**src/sys_cfg_pkg.sv**
```systemverilog
// constants and carrier types of the system configuration slice
package sys_cfg_pkg;

	// ----------------------------------------
	// register map
	// ----------------------------------------
	localparam logic [11:0] SEL_4_7_OFFSET = 12'h00C;
	localparam logic [11:0] SEL_8_11_OFFSET = 12'h010;
	localparam logic [11:0] SEL_12_15_OFFSET = 12'h014;
	localparam logic [11:0] BREAK_CTRL_OFFSET = 12'h018;
	localparam logic [31:0] SEL_RESET = 32'h0000_0000;
	localparam logic [31:0] BREAK_CTRL_RESET = 32'h0000_0000;

	// ----------------------------------------
	// field layout
	// ----------------------------------------
	localparam int FIELD_W = 4;
	localparam int LINES_PER_REG = 4;
	localparam int SEL_REGS = 3;
	localparam int LINE_COUNT = 12;
	localparam int SEL_USED_W = 16;
	localparam int CORE_HALT_LINK_BIT = 0;
	localparam int RAM_PARITY_LINK_BIT = 1;
	localparam int RAM_PARITY_FLAG_BIT = 8;

	// ----------------------------------------
	// source codes
	// ----------------------------------------
	localparam logic [3:0] PORT_A = 4'h0;
	localparam logic [3:0] PORT_B = 4'h1;
	localparam logic [3:0] PORT_C = 4'h2;
	localparam logic [3:0] PORT_D = 4'h3;
	localparam logic [3:0] PORT_F = 4'h5;

	// ----------------------------------------
	// carriers
	// ----------------------------------------
	typedef struct packed {
		logic sel;
		logic enable;
		logic write;
		logic [11:0] addr;
		logic [31:0] wdata;
	} apb_req_t;

	typedef struct packed {
		logic ready;
		logic slverr;
		logic [31:0] rdata;
	} apb_rsp_t;

	typedef enum logic {
		BUS_IDLE,
		BUS_ANSWER
	} bus_state_t;

endpackage : sys_cfg_pkg

```
**src/ext_line_select_bank.sv**
```systemverilog
// source select fields for external lines 4 to 15
`timescale 1ns/1ps
`default_nettype none
module ext_line_select_bank (
	input wire logic clk,
	input wire logic rst,
	input wire logic [2:0] wr,
	input wire logic [15:0] wdata,
	output logic [47:0] fields,
	output logic [11:0] valid
);

	typedef struct packed {
		logic [47:0] fields;
		logic [11:0] valid;
	} sel_state_t;

	sel_state_t state;
	sel_state_t next_state;
	logic [47:0] next_fields;
	logic [11:0] next_valid;

	// ----------------------------------------
	// per line field update
	// ----------------------------------------
	genvar i;
	generate
		for (i = 0; i < sys_cfg_pkg::LINE_COUNT; i++) begin : g_line
			logic [3:0] f;
			assign f = wr[i / sys_cfg_pkg::LINES_PER_REG]
				? wdata[(i % sys_cfg_pkg::LINES_PER_REG) * 4 +: 4]
				: state.fields[i * 4 +: 4];
			assign next_fields[i * 4 +: 4] = f;
			assign next_valid[i] = (f == sys_cfg_pkg::PORT_A) || (f == sys_cfg_pkg::PORT_B)
				|| (f == sys_cfg_pkg::PORT_C) || (f == sys_cfg_pkg::PORT_D)
				|| (f == sys_cfg_pkg::PORT_F);
		end
	endgenerate

	always_comb begin
		next_state.fields = next_fields;
		next_state.valid = next_valid;
	end

	always_ff @(posedge clk) begin
		if (rst) begin
			state.fields <= 48'h0000_0000_0000;
			state.valid <= 12'hFFF;
		end else begin
			state <= next_state;
		end
	end

	assign fields = state.fields;
	assign valid = state.valid;

endmodule : ext_line_select_bank
`default_nettype wire

```
**src/break_link_ctrl.sv**
```systemverilog
// break link enables and ram parity error flag
`timescale 1ns/1ps
`default_nettype none
module break_link_ctrl (
	input wire logic clk,
	input wire logic rst,
	input wire logic wr,
	input wire logic [31:0] wdata,
	input wire logic parity_error,
	output logic core_halt_link,
	output logic parity_link,
	output logic parity_flag
);

	typedef struct packed {
		logic core_halt_link;
		logic parity_link;
		logic parity_flag;
	} ctrl_state_t;

	ctrl_state_t state;
	ctrl_state_t next_state;

	always_comb begin
		next_state = state;
		// set only, no software clear
		if (wr && wdata[sys_cfg_pkg::CORE_HALT_LINK_BIT]) begin
			next_state.core_halt_link = 1'b1;
		end
		if (wr && wdata[sys_cfg_pkg::RAM_PARITY_LINK_BIT]) begin
			next_state.parity_link = 1'b1;
		end
		// set beats clear
		if (parity_error) begin
			next_state.parity_flag = 1'b1;
		end else if (wr && wdata[sys_cfg_pkg::RAM_PARITY_FLAG_BIT]) begin
			next_state.parity_flag = 1'b0;
		end
	end

	always_ff @(posedge clk) begin
		if (rst) begin
			state <= ctrl_state_t'(3'h0);
		end else begin
			state <= next_state;
		end
	end

	assign core_halt_link = state.core_halt_link;
	assign parity_link = state.parity_link;
	assign parity_flag = state.parity_flag;

endmodule : break_link_ctrl
`default_nettype wire

```
**src/sys_cfg_slice.sv**
```systemverilog
// apb register slice: line source selects and timer break links
`timescale 1ns/1ps
`default_nettype none
module sys_cfg_slice (
	input wire logic MCLK,
	input wire logic RST,
	input wire logic PSEL,
	input wire logic PENABLE,
	input wire logic PWRITE,
	input wire logic [11:0] PADDR,
	input wire logic [31:0] PWDATA,
	output logic [31:0] PRDATA,
	output logic PREADY,
	output logic PSLVERR,
	input wire logic CORE_HALT_FAULT,
	input wire logic RAM_PARITY_ERROR,
	output logic [47:0] EXT_LINE_SOURCE_FIELD,
	output logic [11:0] EXT_LINE_SOURCE_VALID,
	output logic CORE_HALT_BREAK_LINK,
	output logic RAM_PARITY_BREAK_LINK,
	output logic RAM_PARITY_ERROR_FLAG,
	output logic TIMER_BREAK_INPUTS
);

	typedef struct packed {
		sys_cfg_pkg::bus_state_t bus;
		sys_cfg_pkg::apb_rsp_t rsp;
		logic timer_break;
	} top_state_t;

	top_state_t state;
	top_state_t next_state;
	sys_cfg_pkg::apb_req_t req;
	logic complete;
	logic [2:0] sel_wr;
	logic ctrl_wr;
	logic mapped;
	logic [31:0] read_word;
	logic [47:0] fields;
	logic core_halt_link;
	logic parity_link;
	logic parity_flag;

	// ----------------------------------------
	// bus request and decode
	// ----------------------------------------
	assign req = '{sel: PSEL, enable: PENABLE, write: PWRITE, addr: PADDR, wdata: PWDATA};
	assign complete = req.sel && req.enable && state.rsp.ready;

	always_comb begin
		sel_wr = 3'b000;
		ctrl_wr = 1'b0;
		mapped = 1'b1;
		read_word = 32'h0000_0000;
		case (req.addr)
			sys_cfg_pkg::SEL_4_7_OFFSET: begin
				sel_wr[0] = complete && req.write;
				read_word[15:0] = fields[15:0];
			end
			sys_cfg_pkg::SEL_8_11_OFFSET: begin
				sel_wr[1] = complete && req.write;
				read_word[15:0] = fields[31:16];
			end
			sys_cfg_pkg::SEL_12_15_OFFSET: begin
				sel_wr[2] = complete && req.write;
				read_word[15:0] = fields[47:32];
			end
			sys_cfg_pkg::BREAK_CTRL_OFFSET: begin
				ctrl_wr = complete && req.write;
				read_word[sys_cfg_pkg::CORE_HALT_LINK_BIT] = core_halt_link;
				read_word[sys_cfg_pkg::RAM_PARITY_LINK_BIT] = parity_link;
				read_word[sys_cfg_pkg::RAM_PARITY_FLAG_BIT] = parity_flag;
			end
			default: begin
				mapped = 1'b0;
			end
		endcase
	end

	// ----------------------------------------
	// register banks
	// ----------------------------------------
	ext_line_select_bank u_select (
		.clk(MCLK),
		.rst(RST),
		.wr(sel_wr),
		.wdata(req.wdata[15:0]),
		.fields(fields),
		.valid(EXT_LINE_SOURCE_VALID)
	);

	break_link_ctrl u_break (
		.clk(MCLK),
		.rst(RST),
		.wr(ctrl_wr),
		.wdata(req.wdata),
		.parity_error(RAM_PARITY_ERROR),
		.core_halt_link(core_halt_link),
		.parity_link(parity_link),
		.parity_flag(parity_flag)
	);

	// ----------------------------------------
	// answer sequencing and break routing
	// ----------------------------------------
	always_comb begin
		next_state = state;
		next_state.timer_break = (core_halt_link && CORE_HALT_FAULT)
			|| (parity_link && RAM_PARITY_ERROR);
		case (state.bus)
			sys_cfg_pkg::BUS_IDLE: begin
				if (req.sel && req.enable) begin
					next_state.bus = sys_cfg_pkg::BUS_ANSWER;
					next_state.rsp.ready = 1'b1;
					next_state.rsp.slverr = !mapped;
					next_state.rsp.rdata = req.write ? 32'h0000_0000 : read_word;
				end
			end
			sys_cfg_pkg::BUS_ANSWER: begin
				next_state.bus = sys_cfg_pkg::BUS_IDLE;
				next_state.rsp.ready = 1'b0;
				next_state.rsp.slverr = 1'b0;
			end
			default: begin
				next_state.bus = sys_cfg_pkg::BUS_IDLE;
				next_state.rsp.ready = 1'b0;
				next_state.rsp.slverr = 1'b0;
			end
		endcase
	end

	always_ff @(posedge MCLK) begin
		if (RST) begin
			state.bus <= sys_cfg_pkg::BUS_IDLE;
			state.rsp.ready <= 1'b0;
			state.rsp.slverr <= 1'b0;
			state.rsp.rdata <= 32'h0000_0000;
			state.timer_break <= 1'b0;
		end else begin
			state <= next_state;
		end
	end

	assign PRDATA = state.rsp.rdata;
	assign PREADY = state.rsp.ready;
	assign PSLVERR = state.rsp.slverr;
	assign EXT_LINE_SOURCE_FIELD = fields;
	assign CORE_HALT_BREAK_LINK = core_halt_link;
	assign RAM_PARITY_BREAK_LINK = parity_link;
	assign RAM_PARITY_ERROR_FLAG = parity_flag;
	assign TIMER_BREAK_INPUTS = state.timer_break;

endmodule : sys_cfg_slice
`default_nettype wire

```
**config.mk**
```make
export PLATFORM = sky130hd
export DESIGN_NAME = sys_cfg_slice
export DESIGN_NICKNAME = d
export VERILOG_FILES = /design/src/sys_cfg_pkg.sv /design/src/ext_line_select_bank.sv /design/src/break_link_ctrl.sv /design/src/sys_cfg_slice.sv
export SDC_FILE = /design/constraint.sdc
export NUM_CORES = 1
export LEC_CHECK = 0
export ABC_AREA = 1
export ABC_CLOCK_PERIOD_IN_PS = 1630
export BUFFER_PORTS_ARGS = -buffer_cell sky130_fd_sc_hd__buf_2
export CORE_MARGIN = 2
export CORE_UTILIZATION = 44
export CTS_CLUSTER_DIAMETER = 60
export DETAILED_ROUTE_END_ITERATION = 8
export PLACE_DENSITY = 0.84
export SYNTH_ARGS = -nofsm -noshare
export SYNTH_HDL_FRONTEND = slang
export SYNTH_HIERARCHICAL = 1
export SYNTH_SLANG_ARGS = --single-unit
```
**constraint.sdc**
```tcl
create_clock -name MCLK -period 1.63 [get_ports MCLK]
set_input_delay 0.0815 -clock MCLK [delete_from_list [all_inputs] [get_ports MCLK]]
set_output_delay 0.0815 -clock MCLK [all_outputs]
set_load 0.02 [all_outputs]
```
**Word-level counts from Yosys, hierarchy flattened**

Cells that the tools add are included.

- Bits in registers: 99
- Bits in latches: 0
- Bits in writable memories: 0
- Bits in read-only memories: 0
- Input port bits: 51
- Output and inout port bits: 98
- Memories: 0

- Add/sub/neg operators: 0
- Multipliers: 0
- Div/mod/pow operators: 0
- $lt $le $gt $ge: 0
- Equality and inequality tests: 53
- Shift operators: 0
- Muxes and demuxes: 26
- Bitwise gates (word level): 1
- Reductions and logical operators: 73

Operators by type and width:

| operator | number |
|---|---|
| 4-bit by 2-bit == test with 1-bit output (second input constant) | 24 |
| 1-bit logical OR | 49 |
| 4-bit by 1-bit == test with 1-bit output (second input constant) | 12 |
| 4-bit by 3-bit == test with 1-bit output (second input constant) | 12 |
| 4-bit logical NOT | 12 |
| 4-bit 2-to-1 mux | 12 |
| 12-bit by 5-bit == test with 1-bit output (second input constant) | 3 |
| 35-bit 2-to-1 mux | 1 |
| 7-bit case mux with 3 select lines | 1 |
| 6-bit case mux with 3 select lines | 1 |
| 16-bit 2-to-1 mux | 1 |
| 12-bit by 4-bit == test with 1-bit output (second input constant) | 1 |
| 1-bit logical AND | 8 |
| 2-bit case mux with 4 select lines | 1 |
| 1-bit 2-to-1 mux | 7 |
| 3-bit case mux with 2 select lines | 1 |
| 1-bit case mux with 4 select lines | 1 |
| 4-bit OR reduction | 1 |
| 2-bit inequality test (second input constant) | 1 |
| 2-bit AND reduction | 1 |
| 2-bit nonzero test | 1 |
| 1-bit logical NOT | 1 |
| 1-bit NOT | 1 |

**Depth between registers and ports, before layout**

- Word-level depth: 10
- Mapped depth: 13
- Mapped depth without buffers: 11

**Hierarchy**

The synthesis kept the hierarchy.

Modules (own cells, without submodules):

| module | times used | cells an instance | area an instance (µm²) | seq. area each (µm²) |
|---|---|---|---|---|
| ext_line_select_bank | 1 | 283 | 2199.6 | 1201.2 |
| sys_cfg_slice | 1 | 229 | 1508.9 | 400.4 |
| break_link_ctrl | 1 | 11 | 97.6 | 60.1 |

**Least setup slack after synthesis**

No wires, ideal clock.

- Path type: in2reg
- From: input port PADDR[1]
- To: register, netlist name u_select/valid[7]
- Setup time: 0.119 ns
- Arrival: 1.467 ns
- Data required time: 1.511 ns
- Setup slack: 0.044 ns
- Cell stages on the path: 13
- Buffers on the path: 2
- Path through: nor2_1 -> nand2_1 -> nor2_2 -> and2_1 -> buf_2 -> inv_1 -> nor2_1 -> inv_2 -> buf_6 -> nand2_1 -> nand2_1 -> nand2_1 -> a21oi_2

- Word-level cells in the longest chain between the ends: 8
- Elaborated cells on any way between the ends: 12

Ends and longest elaborated chain:

| what | line | RTL |
|---|---|---|
| from (decl) | sys_cfg_slice.sv:10 | `input wire logic [11:0] PADDR,` |
| 12-bit by 5-bit == test with 1-bit output * | sys_cfg_slice.sv:55 | `case (req.addr)` |
| 1-bit 2-to-1 mux * | sys_cfg_slice.sv:55 |  |
| via sel_wr[1] | sys_cfg_slice.sv:35 | `logic [2:0] sel_wr;` |
| 4-bit 2-to-1 mux * | ext_line_select_bank.sv:31 | `? wdata[(i % sys_cfg_pkg::LINES_PER_REG) * 4 +: 4]` |
| 4-bit by 1-bit == test with 1-bit output / 4-bit logical NOT (equally long branches) | ext_line_select_bank.sv:34 | `assign next_valid[i] = (f == sys_cfg_pkg::PORT_A) \|\| (f == sys_cfg_pkg::PORT_B)` |
| 1-bit logical OR | ext_line_select_bank.sv:34 |  |
| 1-bit logical OR (2 in a row) | ext_line_select_bank.sv:35 | `\|\| (f == sys_cfg_pkg::PORT_C) \|\| (f == sys_cfg_pkg::PORT_D)` |
| 1-bit logical OR * | ext_line_select_bank.sv:36 | `\|\| (f == sys_cfg_pkg::PORT_F);` |

The timed path passes the listed nets; every way through them passes the cells marked *.
A chain may end at the register's enable or synchronous reset.

**Final worst setup path**

- From: register state, in the netlist PREADY
- To: register, netlist name u_select/valid[3]

- Word-level cells in the longest chain between the ends: 9
- Elaborated cells on any way between the ends: 13

Ends and longest elaborated chain:

| what | line | RTL |
|---|---|---|
| from (decl) | sys_cfg_slice.sv:31 | `top_state_t state;` |
| from (signal assigned) | sys_cfg_slice.sv:140 | `state <= next_state;` |
| 1-bit logical AND * | sys_cfg_slice.sv:48 | `assign complete = req.sel && req.enable && state.rsp.ready;` |
| 1-bit logical AND * | sys_cfg_slice.sv:57 | `sel_wr[0] = complete && req.write;` |
| 1-bit 2-to-1 mux * | sys_cfg_slice.sv:55 |  |
| via sel_wr[0] | sys_cfg_slice.sv:35 |  |
| 4-bit 2-to-1 mux * | ext_line_select_bank.sv:31 |  |
| 4-bit by 1-bit == test with 1-bit output / 4-bit logical NOT (equally long branches) | ext_line_select_bank.sv:34 |  |
| 1-bit logical OR | ext_line_select_bank.sv:34 |  |
| 1-bit logical OR (2 in a row) | ext_line_select_bank.sv:35 |  |
| 1-bit logical OR * | ext_line_select_bank.sv:36 |  |

Marked as above.

==> impl_metrics.env <==
export IMPL_status="finished clean"
export IMPL_met2_usage_pct=37.0
export IMPL_grt_use_met1_pct=29.5
export IMPL_routed_wl_um=11100
export IMPL_ctsHoldBuffers=4
export IMPL_gr_usage_met3_pct=6.94
export IMPL_finalCritPeriodShare_pct=94.9
export IMPL_nNetsFinal=683
export IMPL_grt_pass1_vias=3565
export IMPL_yosysSeqAreaShare_pct=43.7
export IMPL_areaGrowthSynthToFinish_pct=20.3
export IMPL_vdd_drop_max_mv=0.329
export IMPL_hold_class="input pin to register"
export IMPL_cpPeakStageDelay_ns=0.32
export IMPL_ios=149
export IMPL_clk_pin_slew_ns=0.08
export IMPL_routed_via_density=5.22
export IMPL_path_buf_inv=2
export IMPL_path_cells="nand3_1 -> nor2_1 -> buf_4 -> inv_2 -> nand2_1 -> nand2_1 -> nand2_1 -> a21oi_2"
export IMPL_synth_area_top_cells="dfxtp_1 (44%), nand2_1 (14%), buf_4 (7.3%), nand3_1 (7.2%), nor2_1 (7.1%)"
export IMPL_cts_sinks=83
export IMPL_fillers=809
export IMPL_grt_first_pass_wirelength_um=17500
export IMPL_overflow=0
export IMPL_path_delay_family="simple AND/OR/NAND/NOR gates"
export IMPL_start_util_pct=45.9
export IMPL_die_area_um2=9410
export IMPL_cp_start_kind="register"
export IMPL_dp_hpwl_um=8160
export IMPL_drtPass1Iterations=5
export IMPL_antenna_found_initial=0
export IMPL_drv_cap=0
export IMPL_slowest_stage="dfxtp_1"
export IMPL_n_antenna_cell=0
export IMPL_drive_gt1_share_pct=28.9
export IMPL_placed_cell_area_um2=4370
export IMPL_grt_total_usage_pct=23.1
export IMPL_p_leak_nw=2.24
export IMPL_fin_area_um2=4580
export IMPL_slew_headroom_pct=63.1
export IMPL_rsz0062_at_grt="no"
export IMPL_htreeDepth=3
export IMPL_place_congestion=0.901
export IMPL_power_density_nw_per_um2=782
export IMPL_coreArea_um2=8300
export IMPL_grt_most_used_layer="met2"
export IMPL_antenna_left=0
export IMPL_worst_pin_slew_ns=0.554
export IMPL_cpMostUsedCell="nand2_1"
export IMPL_worstPathRequired_ns=1.92
export IMPL_io_buffers=116
export IMPL_drv_slew=0
export IMPL_synth_largest_area_cell="dfxtp_1"
export IMPL_numCtsBuffers=9
export IMPL_rows=33
export IMPL_syn_cell_area_um2=3810
export IMPL_fmax_ghz=0.646
export IMPL_first_iter_violations=361
export IMPL_post_drt_wl_per_cell_um=14.9
export IMPL_grt_max_degree=47
export IMPL_skew_ns=0.00903
export IMPL_synth_seq_cells=83
export IMPL_cts_tree="done"
export IMPL_synth_cells=523
export IMPL_cts_resized=0
export IMPL_synth_top_area_share_pct=43.7
export IMPL_syn_avg_cell_area_um2=7.28
export IMPL_finalHoldViolCount=0
export IMPL_die_x_um=97.0
export IMPL_die_height_um=97.0
export IMPL_crit_path_max_fanout=16
export IMPL_yosys_warnings=6
export IMPL_synth_cell_types=20
export IMPL_fin_crit_ns=1.55
export IMPL_route_detailed_drc=0
export IMPL_dr_total_vias=3873
export IMPL_cts_path_max_buffers=2
export IMPL_cp_arrival_ns=1.84
export IMPL_root_buffer="clkbuf_8"
export IMPL_fin_setup_tns_ns=0
export IMPL_insertion_delay_ns=0.36
export IMPL_setup_viol=0
export IMPL_setup_worst_path_end_class="register"
export IMPL_postCtsSetupBuffers=0
export IMPL_path_class="register to register"
metrics by stage:
stage	hold slack, ns	std cells	utilization, %	setup slack, ns	total power, mW
finish	0.0202	742	55.2	0.0824	3.58
CTS	0.0136	742	55.2	0.120	3.59
global route	0.0307	742	55.2	0.00719	3.69
floorplan	0.144	538	-	0.0441	2.22
global placement	0.336	722	52.6	0.0544	2.27
detailed placement	0.349	722	52.6	0.0219	2.27
worst reg2reg max path: stages (launching register included):
cell	delay, ns
dfxtp_1	0.32
nand3_1	0.17
nor2_1	0.07
buf_4	0.17
inv_2	0.28
nand2_1	0.12
nand2_1	0.11
nand2_1	0.07
a21oi_2	0.16
area by class of cell:
cell class / count / area (um2) / area share [%]
repair buffers: 138 / 806 / 17.6
inverters: 30 / 113 / 2.46
clock buffers: 15 / 166 / 3.63
clock inverters: 1 / 7.51 / 0.164
multi-input cells: 370 / 1700 / 37.0
well taps: 105 / 131 / 2.87
flip-flops and latches: 83 / 1660 / 36.3
final timing paths:
path / start / to / slack [ns] / cells past startpoint
setup / recovery: PREADY / u_select/valid[3] / 0.08 / 8
hold / removal: PWDATA[4] / u_select/fields[36] / 0.02 / 3
hold reg to reg: PRDATA[10] / PRDATA[10] / 0.47 / 2
setup reg to reg: PREADY / u_select/valid[3] / 0.08 / 8
Yosys cell counts, drive strengths merged:
cell type,count
nand2,143
dfxtp,83
nor2,78
nand3,56
buf,50
a21oi,44
inv,30
o21ai,29
clkbuf,5
and2,2
nor3,2
conb,1
layer usage:
metal  wire length (um)  vias to the layer above
li1                   -                     1833
met1               4520                     1801
met2               5140                      219
met3               1200                       20
met4                235                        0
met5                  0                        -
state kept, by name (all words and copies together), names as in the netlist:
signal / count
u_select/fields: 48
PRDATA: 16
u_select/valid: 12
PREADY: 1
PSLVERR: 1
TIMER_BREAK_INPUTS: 1
state: 1
u_break/core_halt_link: 1
u_break/parity_flag: 1
u_break/parity_link: 1
power by group:
| group | switching, mW | internal, mW |
|---|---|---|
| combinational | 0.142 | 0.0565 |
| clock | 0.707 | 0.641 |
| sequential | 0.00378 | 2.03 |
placed cells by master, fill, tap and decap left out, types with 5 or more instances in the layout:
cell,instances
nand3_1,55
nor2_1,72
clkbuf_8,11
a21oi_1,21
dfxtp_1,83
inv_1,25
conb_1,16
nor2_2,5
o21ai_0,28
a21oi_2,23
inv_2,5
buf_4,14
nand2_1,143
buf_2,116
logic make-up (layout without fill, tap and decap cells):
family          count (synthesis)  in the layout  synth area share, %
compound gates                 73             73                 12.0
buf+inv                        85            184                 13.3
flops                          83             83                 43.7
other cells                     1             16               0.0985
simple gates                  281            281                 31.0
Note: power is estimated with default switching activity, not from simulation.
